[src/logic/sdlbc_pkg.sv]
// Package: register map, field positions, reset values and state types
package sdlbc_pkg;
    // ====================================================================
    // Register offsets
    localparam logic [14:0] A_SYNC_CTL  = 15'h003A;
    localparam logic [14:0] A_SYNC_STA  = 15'h003B;
    localparam logic [14:0] A_CDR_RST   = 15'h0206;
    localparam logic [14:0] A_CDR_CLK   = 15'h0230;
    localparam logic [14:0] A_EQ_CFG    = 15'h0268;
    localparam logic [14:0] A_PLL_EN    = 15'h0280;
    localparam logic [14:0] A_PLL_LOCK  = 15'h0281;
    localparam logic [14:0] A_PLL_DIV   = 15'h0289;
    localparam logic [14:0] A_AUTOTUNE  = 15'h02A7;
    localparam logic [14:0] A_LINK_CTL  = 15'h0300;
    localparam logic [14:0] A_SUBCLASS  = 15'h0301;
    localparam logic [14:0] A_LMFC_DEL  = 15'h0304;
    localparam logic [14:0] A_LMFC_WIN  = 15'h0306;
    localparam logic [14:0] A_XBAR_LO   = 15'h0308;
    localparam logic [14:0] A_XBAR_HI   = 15'h0309;
    localparam logic [14:0] A_PORT_CFG  = 15'h0314;
    localparam logic [14:0] A_POLARITY  = 15'h0334;
    // ====================================================================
    // Field positions
    localparam int B_HALFRATE   = 5;
    localparam int B_OVERSAMPLE = 1;
    localparam int B_DIV_LO     = 0;
    localparam int B_EQ_LO      = 6;
    localparam int B_SYNC_ONE   = 0;
    localparam int B_SYNC_ARM   = 6;
    localparam int B_SYNC_EN    = 7;
    localparam int B_SYNC_DONE  = 3;
    localparam int B_CHECKSUM   = 6;
    localparam int B_LINK_EN    = 0;
    localparam int XBAR_FW      = 3;
    // ====================================================================
    // Reset values, serial frame and datapath sizes
    localparam logic [7:0] RST_ZERO   = 8'h00;
    localparam logic [7:0] RST_CDRCLK = 8'h09;
    localparam logic [7:0] RST_SERDES_PLL_DIVIDER_SEL = 8'h04;
    localparam logic [7:0] RST_EQ     = 8'h22;
    localparam logic [4:0] SPI_INSTR_LAST = 5'h0F;
    localparam logic [4:0] SPI_DATA_LAST  = 5'h17;
    localparam int LANE_N  = 4;
    localparam int LANE_W  = 10;
    localparam logic [7:0] LMFC_PERIOD = 8'h20;
    // ====================================================================
    // Types
    typedef enum logic [1:0] {SPI_IDLE, SPI_INSTR, SPI_DATA, SPI_DONE} sdlbc_spi_type;
    typedef struct packed {
        logic [7:0] sync_ctl, cdr_rst, cdr_clk, eq_cfg, pll_en, pll_div, autotune;
        logic [7:0] link_ctl, subclass, lmfc_del, lmfc_win, xbar_lo, xbar_hi;
        logic [7:0] port_cfg, polarity;
    } sdlbc_regs_type;
    typedef struct packed {
        sdlbc_regs_type                 rg;
        logic                           sync_done;
        logic                           pll_lock;
        sdlbc_spi_type                  phase;
        logic                           sclk_q;
        logic [4:0]                     cnt;
        logic [15:0]                    instr;
        logic [7:0]                     wdat;
        logic [7:0]                     rdat;
        logic                           sdo;
        logic                           sdo_oe;
        logic                           sysref_q;
        logic [7:0]                     lmfc_cnt;
        logic                           lmfc_pulse;
        logic                           sync_req_n;
        logic [LANE_N*LANE_W-1:0]       lanes;
    } sdlbc_state_type;
endpackage : sdlbc_pkg

[src/logic/sdlbc_top.sv]
// Receive link bring-up register bank with serial control port and lane datapath
// Behaviour
// - CDR half-rate bit 5 and oversample bit 1 of cdr_clocking_config drive the CDR.
// - Divider select in serdes_pll_divider bits [1:0]; host keeps bit 2 at one.
// - Writing 0x01 to serdes_pll_enable enables the SERDES PLL after CDR release.
// - Bit 0 of serdes_pll_lock_status reads one once the enabled PLL has locked while the CDR is released.
// - Equalizer mode in rx_equalizer_config bits [7:6]; bits [5:0] stay 0x22.
// - LMFC delay at lmfc_delay and window at lmfc_variable_window, written before arming.
// - 0x3A written 0x01, 0x81, 0xC1: one-shot, enable, then arm.
// - Armed machine aligns on SYSREF and sets bit 3 of 0x3B.
// - Crossbar values at lane_crossbar_low and lane_crossbar_high remap physical to logical lanes.
// - Bit x of lane_polarity_invert inverts logical lane x; zero leaves it unchanged.
// - link_control bit 6 selects checksum mode, bit 0 enables the link.
// - Lane count is given minus one; three means four lanes.
`timescale 1ns/100ps
`default_nettype none
module sdlbc_top
    import sdlbc_pkg::*;
(
    input  wire logic                       CLK_SYS,
    input  wire logic                       SYS_RST,
    input  wire logic                       SPI_CS_N,
    input  wire logic                       SPI_SCLK,
    input  wire logic                       SPI_SDI,
    output logic                            SPI_SDO,
    output logic                            SPI_SDO_OE,
    input  wire logic                       PLL_LOCK_IN,
    input  wire logic                       SYSREF_IN,
    input  wire logic [4:0]                 LANE_COUNT_M1,
    input  wire logic [LANE_N*LANE_W-1:0]   LANE_DATA_IN,
    output logic [LANE_N*LANE_W-1:0]        LANE_DATA_OUT,
    output logic                            CDR_RELEASE,
    output logic                            CDR_HALFRATE,
    output logic                            CDR_OVERSAMPLE_SEL,
    output logic [1:0]                      SERDES_PLL_DIVIDER_SEL,
    output logic                            SERDES_PLL_ENABLE,
    output logic [1:0]                      EQUALIZER_MODE_SEL,
    output logic                            CHECKSUM_METHOD_SEL,
    output logic                            LINK_ENABLE,
    output logic                            LINK_SYNC_REQUEST_OUT_N,
    output logic                            LMFC_PULSE
);
    // ====================================================================
    // Functions
    function automatic logic [7:0] reg_read(input sdlbc_state_type s, input logic [14:0] a);
        logic [7:0] v;
        v = RST_ZERO;
        unique case (a)
            A_SYNC_CTL: v = s.rg.sync_ctl;
            A_SYNC_STA: v = 8'(s.sync_done) << B_SYNC_DONE;
            A_CDR_RST:  v = s.rg.cdr_rst;
            A_CDR_CLK:  v = s.rg.cdr_clk;
            A_EQ_CFG:   v = s.rg.eq_cfg;
            A_PLL_EN:   v = s.rg.pll_en;
            A_PLL_LOCK: v = 8'(s.pll_lock);
            A_PLL_DIV:  v = s.rg.pll_div;
            A_AUTOTUNE: v = s.rg.autotune;
            A_LINK_CTL: v = s.rg.link_ctl;
            A_SUBCLASS: v = s.rg.subclass;
            A_LMFC_DEL: v = s.rg.lmfc_del;
            A_LMFC_WIN: v = s.rg.lmfc_win;
            A_XBAR_LO:  v = s.rg.xbar_lo;
            A_XBAR_HI:  v = s.rg.xbar_hi;
            A_PORT_CFG: v = s.rg.port_cfg;
            A_POLARITY: v = s.rg.polarity;
            default:    v = RST_ZERO;
        endcase
        return v;
    endfunction : reg_read

    function automatic logic [1:0] xbar_src(input sdlbc_regs_type r, input int i);
        logic [7:0] b;
        b = (i < 2) ? r.xbar_lo : r.xbar_hi;
        return b[(i % 2)*XBAR_FW +: 2];
    endfunction : xbar_src

    // ====================================================================
    // State
    sdlbc_state_type s_r;
    sdlbc_state_type s_nxt;
    logic            rise;
    logic            fall;
    logic            wr_hit;
    logic [14:0]     wr_addr;
    logic [7:0]      wr_data;
    logic            align;
    logic [LANE_W-1:0] lw;

    always_comb begin
        s_nxt   = s_r;
        lw      = '0;
        rise    = SPI_SCLK & ~s_r.sclk_q;
        fall    = ~SPI_SCLK & s_r.sclk_q;
        wr_hit  = 1'b0;
        wr_addr = s_r.instr[14:0];
        wr_data = {s_r.wdat[6:0], SPI_SDI};
        s_nxt.sclk_q   = SPI_SCLK;
        s_nxt.sysref_q = SYSREF_IN;
        // Serial port: 16-bit instruction then one data byte, MSB first
        if (SPI_CS_N) begin
            s_nxt.phase  = SPI_IDLE;
            s_nxt.cnt    = '0;
            s_nxt.sdo_oe = 1'b0;
            s_nxt.sdo    = 1'b0;
        end else begin
            if (s_r.phase == SPI_IDLE) begin
                s_nxt.phase = SPI_INSTR;
            end
            if (rise && s_r.phase != SPI_DONE) begin
                s_nxt.cnt = s_r.cnt + 5'h01;
                if (s_r.phase != SPI_DATA) begin
                    s_nxt.instr = {s_r.instr[14:0], SPI_SDI};
                    if (s_r.cnt == SPI_INSTR_LAST) begin
                        s_nxt.phase = SPI_DATA;
                        s_nxt.rdat  = reg_read(s_r, {s_r.instr[13:0], SPI_SDI});
                    end
                end else begin
                    s_nxt.wdat = wr_data;
                    if (s_r.cnt == SPI_DATA_LAST) begin
                        s_nxt.phase = SPI_DONE;
                        wr_hit      = ~s_r.instr[15];
                    end
                end
            end
            if (fall && s_r.phase == SPI_DATA && s_r.instr[15]) begin
                s_nxt.sdo    = s_r.rdat[7];
                s_nxt.sdo_oe = 1'b1;
                s_nxt.rdat   = {s_r.rdat[6:0], 1'b0};
            end
        end
        // Register writes; read-only and unmapped offsets are ignored
        if (wr_hit) begin
            unique case (wr_addr)
                A_SYNC_CTL: begin
                    s_nxt.rg.sync_ctl = wr_data;
                    s_nxt.sync_done   = 1'b0;
                end
                A_CDR_RST:  s_nxt.rg.cdr_rst  = wr_data;
                A_CDR_CLK:  s_nxt.rg.cdr_clk  = wr_data;
                A_EQ_CFG:   s_nxt.rg.eq_cfg   = wr_data;
                A_PLL_EN:   s_nxt.rg.pll_en   = wr_data;
                A_PLL_DIV:  s_nxt.rg.pll_div  = wr_data;
                A_AUTOTUNE: s_nxt.rg.autotune = wr_data;
                A_LINK_CTL: s_nxt.rg.link_ctl = wr_data;
                A_SUBCLASS: s_nxt.rg.subclass = wr_data;
                A_LMFC_DEL: s_nxt.rg.lmfc_del = wr_data;
                A_LMFC_WIN: s_nxt.rg.lmfc_win = wr_data;
                A_XBAR_LO:  s_nxt.rg.xbar_lo  = wr_data;
                A_XBAR_HI:  s_nxt.rg.xbar_hi  = wr_data;
                A_PORT_CFG: s_nxt.rg.port_cfg = wr_data;
                A_POLARITY: s_nxt.rg.polarity = wr_data;
                default:    s_nxt.rg = s_r.rg;
            endcase
        end
        // Lock is seen only while the PLL is enabled and the CDR released
        s_nxt.pll_lock = s_r.rg.pll_en[0] & s_r.rg.cdr_rst[0] & PLL_LOCK_IN;
        // One-shot sync: armed machine aligns on SYSREF rising edge
        align = s_r.rg.sync_ctl[B_SYNC_EN] & s_r.rg.sync_ctl[B_SYNC_ARM]
              & SYSREF_IN & ~s_r.sysref_q;
        if (align) begin
            s_nxt.sync_done = 1'b1;
            s_nxt.lmfc_cnt  = s_r.rg.lmfc_del;
            if (s_r.rg.sync_ctl[B_SYNC_ONE] && !(wr_hit && wr_addr == A_SYNC_CTL)) begin
                s_nxt.rg.sync_ctl[B_SYNC_ARM] = 1'b0;
            end
        end else if (s_r.lmfc_cnt >= LMFC_PERIOD - 8'h01) begin
            s_nxt.lmfc_cnt = '0;
        end else begin
            s_nxt.lmfc_cnt = s_r.lmfc_cnt + 8'h01;
        end
        s_nxt.lmfc_pulse = (s_r.lmfc_cnt == LMFC_PERIOD - 8'h01);
        // Link: remap, invert, drop lanes beyond the minus-one count
        s_nxt.sync_req_n = s_r.rg.link_ctl[B_LINK_EN];
        for (int i = 0; i < LANE_N; i++) begin
            lw = LANE_DATA_IN[32'(xbar_src(s_r.rg, i))*LANE_W +: LANE_W];
            if (s_r.rg.link_ctl[B_LINK_EN] && 5'(i) <= LANE_COUNT_M1) begin
                s_nxt.lanes[i*LANE_W +: LANE_W] = lw ^ {LANE_W{s_r.rg.polarity[i]}};
            end else begin
                s_nxt.lanes[i*LANE_W +: LANE_W] = '0;
            end
        end
    end

    always_ff @(posedge CLK_SYS) begin
        if (SYS_RST) begin
            s_r            <= '0;
            s_r.phase      <= SPI_IDLE;
            s_r.rg.cdr_clk <= RST_CDRCLK;
            s_r.rg.pll_div <= RST_SERDES_PLL_DIVIDER_SEL;
            s_r.rg.eq_cfg  <= RST_EQ;
            s_r.sync_req_n <= 1'b0;
        end else begin
            s_r <= s_nxt;
        end
    end

    // ====================================================================
    // Outputs
    assign SPI_SDO                 = s_r.sdo;
    assign SPI_SDO_OE              = s_r.sdo_oe;
    assign LANE_DATA_OUT           = s_r.lanes;
    assign CDR_RELEASE             = s_r.rg.cdr_rst[0];
    assign CDR_HALFRATE            = s_r.rg.cdr_clk[B_HALFRATE];
    assign CDR_OVERSAMPLE_SEL      = s_r.rg.cdr_clk[B_OVERSAMPLE];
    assign SERDES_PLL_DIVIDER_SEL  = s_r.rg.pll_div[B_DIV_LO +: 2];
    assign SERDES_PLL_ENABLE       = s_r.rg.pll_en[0];
    assign EQUALIZER_MODE_SEL      = s_r.rg.eq_cfg[B_EQ_LO +: 2];
    assign CHECKSUM_METHOD_SEL     = s_r.rg.link_ctl[B_CHECKSUM];
    assign LINK_ENABLE             = s_r.rg.link_ctl[B_LINK_EN];
    assign LINK_SYNC_REQUEST_OUT_N = s_r.sync_req_n;
    assign LMFC_PULSE              = s_r.lmfc_pulse;
endmodule : sdlbc_top
`default_nettype wire

[config.mk]
export PLATFORM = sky130hd
export DESIGN_NAME = sdlbc_top
export DESIGN_NICKNAME = d
export VERILOG_FILES = /design/src/logic/sdlbc_pkg.sv /design/src/logic/sdlbc_top.sv
export SDC_FILE = /design/constraint.sdc
export NUM_CORES = 1
export LEC_CHECK = 0
export BUFFER_PORTS_ARGS = -buffer_cell sky130_fd_sc_hd__buf_2
export CAP_MARGIN = 0
export CELL_PAD_IN_SITES_DETAIL_PLACEMENT = 1
export CELL_PAD_IN_SITES_GLOBAL_PLACEMENT = 1
export CORE_AREA = 2 2 149 151
export CTS_CLUSTER_DIAMETER = 80
export DETAILED_ROUTE_END_ITERATION = 12
export DIE_AREA = 0 0 151 153
export HOLD_SLACK_MARGIN = 0.06
export PLACE_DENSITY = 0.91
export SLEW_MARGIN = 30
export SYNTH_ARGS = -nofsm -noshare
export SYNTH_HDL_FRONTEND = slang
export SYNTH_SLANG_ARGS = --single-unit
[constraint.sdc]
create_clock -name CLK_SYS -period 5.3 [get_ports CLK_SYS]
set_input_delay 0.265 -clock CLK_SYS [delete_from_list [all_inputs] [get_ports CLK_SYS]]
set_output_delay 0.265 -clock CLK_SYS [all_outputs]
set_load 0.05 [all_outputs]
==> results.cfg, run 1 <==
[yosys]
async_reset_ff_share_pct = 0
syn_nets = 1144
synth_top_area_share_pct = 41.19
synth_top_cell_by_area = dfxtp_1
ys.warnings.count = 0
syn-cell-area_um2 = 10400
syn_inst = 1089
yosysSeqAreaShare_pct = 41.19
synth.distinct_cells = 70
ys_seq_elements = 214
synth_edf_count = 0
synth_area_leaders = dfxtp_1, mux2i_1, mux4_2
ys.flop_type = dfxtp_1
avgSynthCellArea_um2 = 9.551

[floorplanning]
fp.dieW_um = 151
ios = 106
die_h_um = 153
core_area_um2 = 21490
rows = 54
die_area_um2 = 23100
initial_core_util_pct = 48.41

[sta]
min_period_ns = 3.024
finalCritPeriodShare_pct = 57.06
finClkSkew_ns = 0.01302
setup_viol = 0
tightest_slew_ns = 1.005
fmax_mhz = 330.7
grt_setup_unrepaired = false
hold_viol = 0
slew_headroom_pct = 32.45
slew_violations = 0
timing.setup.tns_ns = 0

[critical_path]
r2r_cells = 6
path_max_fanout = 11
critPathKind = input port to register
reg2reg_slack_ns = 2.28
critical_path.startpoint_type = input port
crit_arrival_ns = 3.38
endpoint_kind = register
crit_required_ns = 5.65

[worst_hold_path]
hold_depth = 3
hold_class = input port to register

[detailed_routing]
drc = 0
wirelength_mm = 36.26
wire_per_inst_um = 26.01
avgViaCountPerCell = 6.462
postRouteAntennaNets = 0
drtPass1Iterations = 9
first_iter_violations = 1088
via_count = 9008

[cts]
cts_tree = built
ctsResizeCount = 0
cts_sinks = 214
clk_pin_slew_ns = 0.06
htree_levels = 1
numCtsBuffers = 23
clk_root_buffer_cell = clkbuf_16
max-clock-path-buffers = 3
insertion_delay_ns = 0.51

[layout]
syn_to_final_growth_pct = 10.80
drive_gt1_share_pct = 20.66
layout.nets = 1155
final_core_util_pct = 53.64
design_area_um2 = 11520
nFillCells = 2413

[grt]
grt_start_max_net_pins = 94
first_global_vias = 9338
grtUsageTotal_pct = 31.19
grt-ovfl-total = 0
met3_usage_pct = 6.299
grt_pass1_wl_mm = 55.65
grt-busiest-layer = met2
antenna_found_initial = 0
met2_usage_pct = 51.84
grtUsageMet1_pct = 36.94

[placed_design]
place_area_um2 = 10650
numPortBuffers = 105
hpwl_mm = 23.48
gp_congestion = 0.9139

[status]
status = finished clean

[power]
power_mw = 3.493
peakVddDrop_uv = 230.0
p_leak_nw = 4.547
p_per_area_nw_per_um2 = 303.1

[job]
cap_viol_max_count = 0
[final timing paths]
| path | startpoint | end |
|---|---|---|
| setup / recovery | SPI_SCLK | s_r[132] |
| hold / removal | LANE_COUNT_M1[4] | LANE_DATA_OUT[26] |
| setup reg to reg | s_r[77] | s_r[60] |
| hold reg to reg | SPI_SDO_OE | SPI_SDO_OE |
[flip-flops by register name, summed over array words and instances, names as in the netlist]
register and flops:
CDR_HALFRATE 1, CDR_OVERSAMPLE_SEL 1, CDR_RELEASE 1, CHECKSUM_METHOD_SEL 1
EQUALIZER_MODE_SEL 2, LANE_DATA_OUT 40, LINK_ENABLE 1, LINK_SYNC_REQUEST_OUT_N 1
LMFC_PULSE 1, SERDES_PLL_DIVIDER_SEL 2, SERDES_PLL_ENABLE 1, SPI_SDO 1
SPI_SDO_OE 1, s_r 160
[area by class of cell]
| class | instances | area, µm² | area share [%] |
|---|---|---|---|
| Clock inverter | 10 | 180.2 | 1.563 |
| Tap cell | 280 | 350.3 | 3.040 |
| Antenna cell | 1 | 2.502 | 0.02171 |
| Timing Repair Buffer | 111 | 584.3 | 5.070 |
| Multi-Input combinational cell | 743 | 5483 | 47.57 |
| Sequential cell | 214 | 4284 | 37.17 |
| Clock buffer | 28 | 614.3 | 5.331 |
| Inverter | 7 | 26.28 | 0.2280 |
[kinds of logic (layout without fill, tap and decap cells)]
family                   count (synthesis)  after routing  synth area share (%)
AND/OR/NAND/NOR                        394            394                 19.60
flip-flops                             214            214                 41.19
AO/OA/AOI/OAI                          164            164                 10.35
multiplexers                           137            137                 18.03
buffers and inverters                  132            156                 6.688
XOR/XNOR                                45             45                 3.789
adder cells (fa/ha/maj)                  3              3                0.3609
other                                    0              1                     0
[layer usage]
layer / up-vias / share of wire [%]
li1: 3862 / -
met1: 4395 / 37
met2: 570 / 48
met3: 181 / 8.7
met4: 0 / 7.0
met5: - / 0
[synthesized netlist by cell type, drive strengths merged (2+ instances only)]
master and n:
dfxtp 214, nor2 164, nand2 101, mux2i 94, buf 69, a21oi 58
clkbuf 56, xnor2 42, mux4 40, a22oi 32, o21ai 26, nor4 21
nor3 17, nand3 16, a222oi 13, nand2b 13, nor2b 9, inv 7
nand4 7, o22ai 7, a211oi 6, or4b 6, a211o 5, a22o 4
and2 4, or2 4, or3 4, or3b 4, or4bb 4, a32oi 3
and3b 3, ha 3, mux2 3, or4 3, xor2 3, a2111oi 2
a221oi 2, and4 2, and4b 2, nand4b 2, nor4b 2, nor4bb 2
[metrics by stage]
step / instances / setup WS, ns / hold slack, ns
2_1_floorplan: 1089 / 2.910 / 0.3932
3_3_place_gp: 1352 / 2.498 / 0.4321
3_5_place_dp: 1352 / 2.384 / 0.4539
4_1_cts: 1393 / 2.304 / 0.1897
5_1_grt: 1393 / 2.155 / 0.2015
6_report: 1394 / 2.276 / 0.1909
[critical path, cell delays in order]
cell	delay [ns]
dlygate4sd3_1	0.52
buf_2	0.16
or3b_1	0.44
or2_2	0.50
nor3_2	0.37
and2_1	0.64
mux2i_1	0.37
nor2_1	0.10
[where the power goes]
group	total (mW)	switching [mW]	internal, mW
Clock	1.74	0.674	1.06
Combinational	0.138	0.0817	0.0565
Sequential	1.62	0.00586	1.61
[layout by cell type (no fill, tap or decap), types with 6 or more instances in the layout]
| cell | n |
|---|---|
| nor4_4 | 7 |
| nor3_1 | 15 |
| o22ai_1 | 7 |
| a21oi_1 | 57 |
| a222oi_1 | 13 |
| nor4_2 | 8 |
| nor2b_1 | 9 |
| xnor2_1 | 42 |
| dfxtp_1 | 214 |
| mux2i_1 | 94 |
| nand2_1 | 97 |
| buf_2 | 104 |
| mux4_2 | 40 |
| nand3_1 | 15 |
| nor2_1 | 162 |
| nand2b_1 | 13 |
| nor4_1 | 6 |
| a22oi_1 | 32 |
| clkbuf_16 | 23 |
| o21ai_0 | 25 |
| inv_1 | 7 |
| a211oi_1 | 6 |
[repair_timing]
action                                 4_1_cts  5_1_grt
hold buffers                                 3        0
endpoints found under the hold margin        3        0
buffers inserted                             0        0
Note: power is estimated with default switching activity, not from simulation.
==> inputs of run 2 (changes only) <==
CORE_AREA = 2 2 154 156   (was 2 2 149 151)
DIE_AREA = 0 0 156 158   (was 0 0 151 153)
PLACE_DENSITY = 0.86   (was 0.91)
clock period = 3.1 ns   (was 5.3 ns; I/O delays follow)
==> run 2 against run 1 <==
- power grew 74%
- wire length shrank 8.3%
- non-clock buffer count grew 41
- combinational power grew 67%
- sequential power grew 71%
- global-route usage shrank 4.5 points
- sequential cell count is the same
- highest routed layer unchanged
- die area grew 6.7%
- register-to-register slack lost 2.0 ns
==> results.cfg, run 2 (synthesis gave the netlist of run 1 again) <==
[status]
status = finished clean

[sta]
setup_ws_ns = 0.2449
finClkSkew_ns = 0.02146
grt_setup_unrepaired = false
tightest_slew_ns = 0.9043
setup_viol = 0
timing.setup.tns_ns = 0
slew_violations = 0
slew_headroom_pct = 39.63
hold_viol = 0
fmax_mhz = 350.2
finalCritPeriodShare_pct = 92.10
hold_ws_ns = 0.08605
min_period_ns = 2.855

[critical_path]
rr_startpoint = s_r[79]
path_cells = or3_1, or3b_4, nor3_2, and2_1, mux2i_1, nor2_1
critPathBufInv = 0
r2r-end = s_r[134]
path_max_fanout = 8
cp-startpoint = s_r[79]
critical_path.startpoint_type = register
critPathTopFamily = simple AND/OR/NAND/NOR gates
path_depth = 6
slowest_delay_ns = 0.61
reg2reg_slack_ns = 0.24
crit_arrival_ns = 3.23
r2r_cells = 6
critPathKind = register to register
cpMaxStageDelayCell = and2_1
crit_end = s_r[134]
endpoint_kind = register
crit_required_ns = 3.47

[grt]
first_global_vias = 9155
grtUsageTotal_pct = 26.74
antenna_found_initial = 1
grt_start_max_net_pins = 167
grt_pass1_wl_mm = 51.42
grt-ovfl-total = 0

[power]
internal-power_mw = 4.751
combPwrFrac_pct = 3.8
power_mw = 6.092
peakVddDrop_uv = 371.3
p_per_area_nw_per_um2 = 512.4
swShare_pct = 22.01
seqPwrFrac_pct = 45.4
switchingPower_mw = 1.341
pwr-share-clk_pct = 50.8
p_leak_nw = 4.781

[cts]
cts_hold_buffers = 6
ctsResizeCount = 0
clk_root_buffer_cell = clkbuf_16
numCtsBuffers = 24
clk_pin_slew_ns = 0.07
cts_setup_buffers = 0
cts_tree = built
htree_levels = 1
max-clock-path-buffers = 3
insertion_delay_ns = 0.54
cts_sinks = 214

[placed_design]
numPortBuffers = 105
gp_congestion = 0.8731
post-place-ws_ns = 0.3497
hpwl_mm = 22.55

[detailed_routing]
drtPass1Iterations = 6
wirelength_mm = 33.24
drc = 0
via_count = 8752
postRouteAntennaNets = 0
avgViaCountPerCell = 6.044
first_iter_violations = 830
wire_per_inst_um = 22.96

[floorplanning]
initial_core_util_pct = 45.12
fp.dieW_um = 156
die_area_um2 = 24650
rows = 56
die_h_um = 158
core_area_um2 = 23050
ios = 106

[layout]
nFillCells = 2589
final_common_cell = dfxtp_1
final_core_util_pct = 51.57
largest_register_ffs = 160
layout.nets = 1197
largest_register = s_r
diodes = 0
drive_gt1_share_pct = 23.49
layout_common_cells = dfxtp_1, nor2_1, buf_2, nand2_1, mux2i_1
syn_to_final_growth_pct = 14.30

[job]
cap_viol_max_count = 0

[worst_hold_path]
hold_class = input port to register
min_from = LANE_COUNT_M1[2]
## run 2: cell types whose count changed in the layout (fill, tap and decap cells not counted), moves of 2 or more
cell and change:
clkinvlp_4 +2, nor4_2 +3, buf_4 +38, dlygate4sd3_1 +3
nor4_4 -3
## run 2: metrics by stage
stage / instances / instance area [µm²]
after floorplan: 1089 / 10400
after global routing: 1448 / 11890
after detailed placement: 1400 / 10970
after CTS: 1448 / 11880
after global placement: 1400 / 10950
final: 1448 / 11890
## run 2: final cells by class
type / count / area (µm²) / share of cell area, %
clock inverter: 14 / 220.2 / 1.852
sequential: 214 / 4284 / 36.03
multi-input combinational: 743 / 5451 / 45.85
inverter: 7 / 26.28 / 0.2210
tap: 290 / 362.8 / 3.052
timing repair buffer: 152 / 908.4 / 7.640
clock buffer: 28 / 635.6 / 5.346
## run 2: power by group through the flow
stage	combinational [mW]	sequential, mW	clock (mW)
6_report	0.231	2.77	3.09
2_1_floorplan	0.137	2.82	0
4_1_cts	0.230	2.77	3.13
5_1_grt	0.250	2.77	3.23
3_5_place_dp	0.223	2.83	0
3_3_place_gp	0.209	2.83	0
## run 2: worst reg2reg max path: stages (launching register included)
cell	delay, ns
dfxtp_1	0.34
or3_1	0.57
or3b_4	0.53
nor3_2	0.27
and2_1	0.61
mux2i_1	0.31
nor2_1	0.06
## run 2: metal layers
metal	vias to the layer above	GRT usage [%]	share of wire (%)
met1	4391	33.01	41
met3	84	3.531	6.3
met4	0	10.83	3.2
met5	-	0	0
li1	3942	-	-
met2	335	47.32	49
## run 2: how the worst min path moves through the flow
stage / to / cells after the start
final: LANE_DATA_OUT[22] / 3
after global routing: LANE_DATA_OUT[22] / 3
after CTS: LANE_DATA_OUT[20] / 3
after detailed placement: s_r[50] / 2
after global placement: s_r[50] / 2
after floorplan: s_r[50] / 1
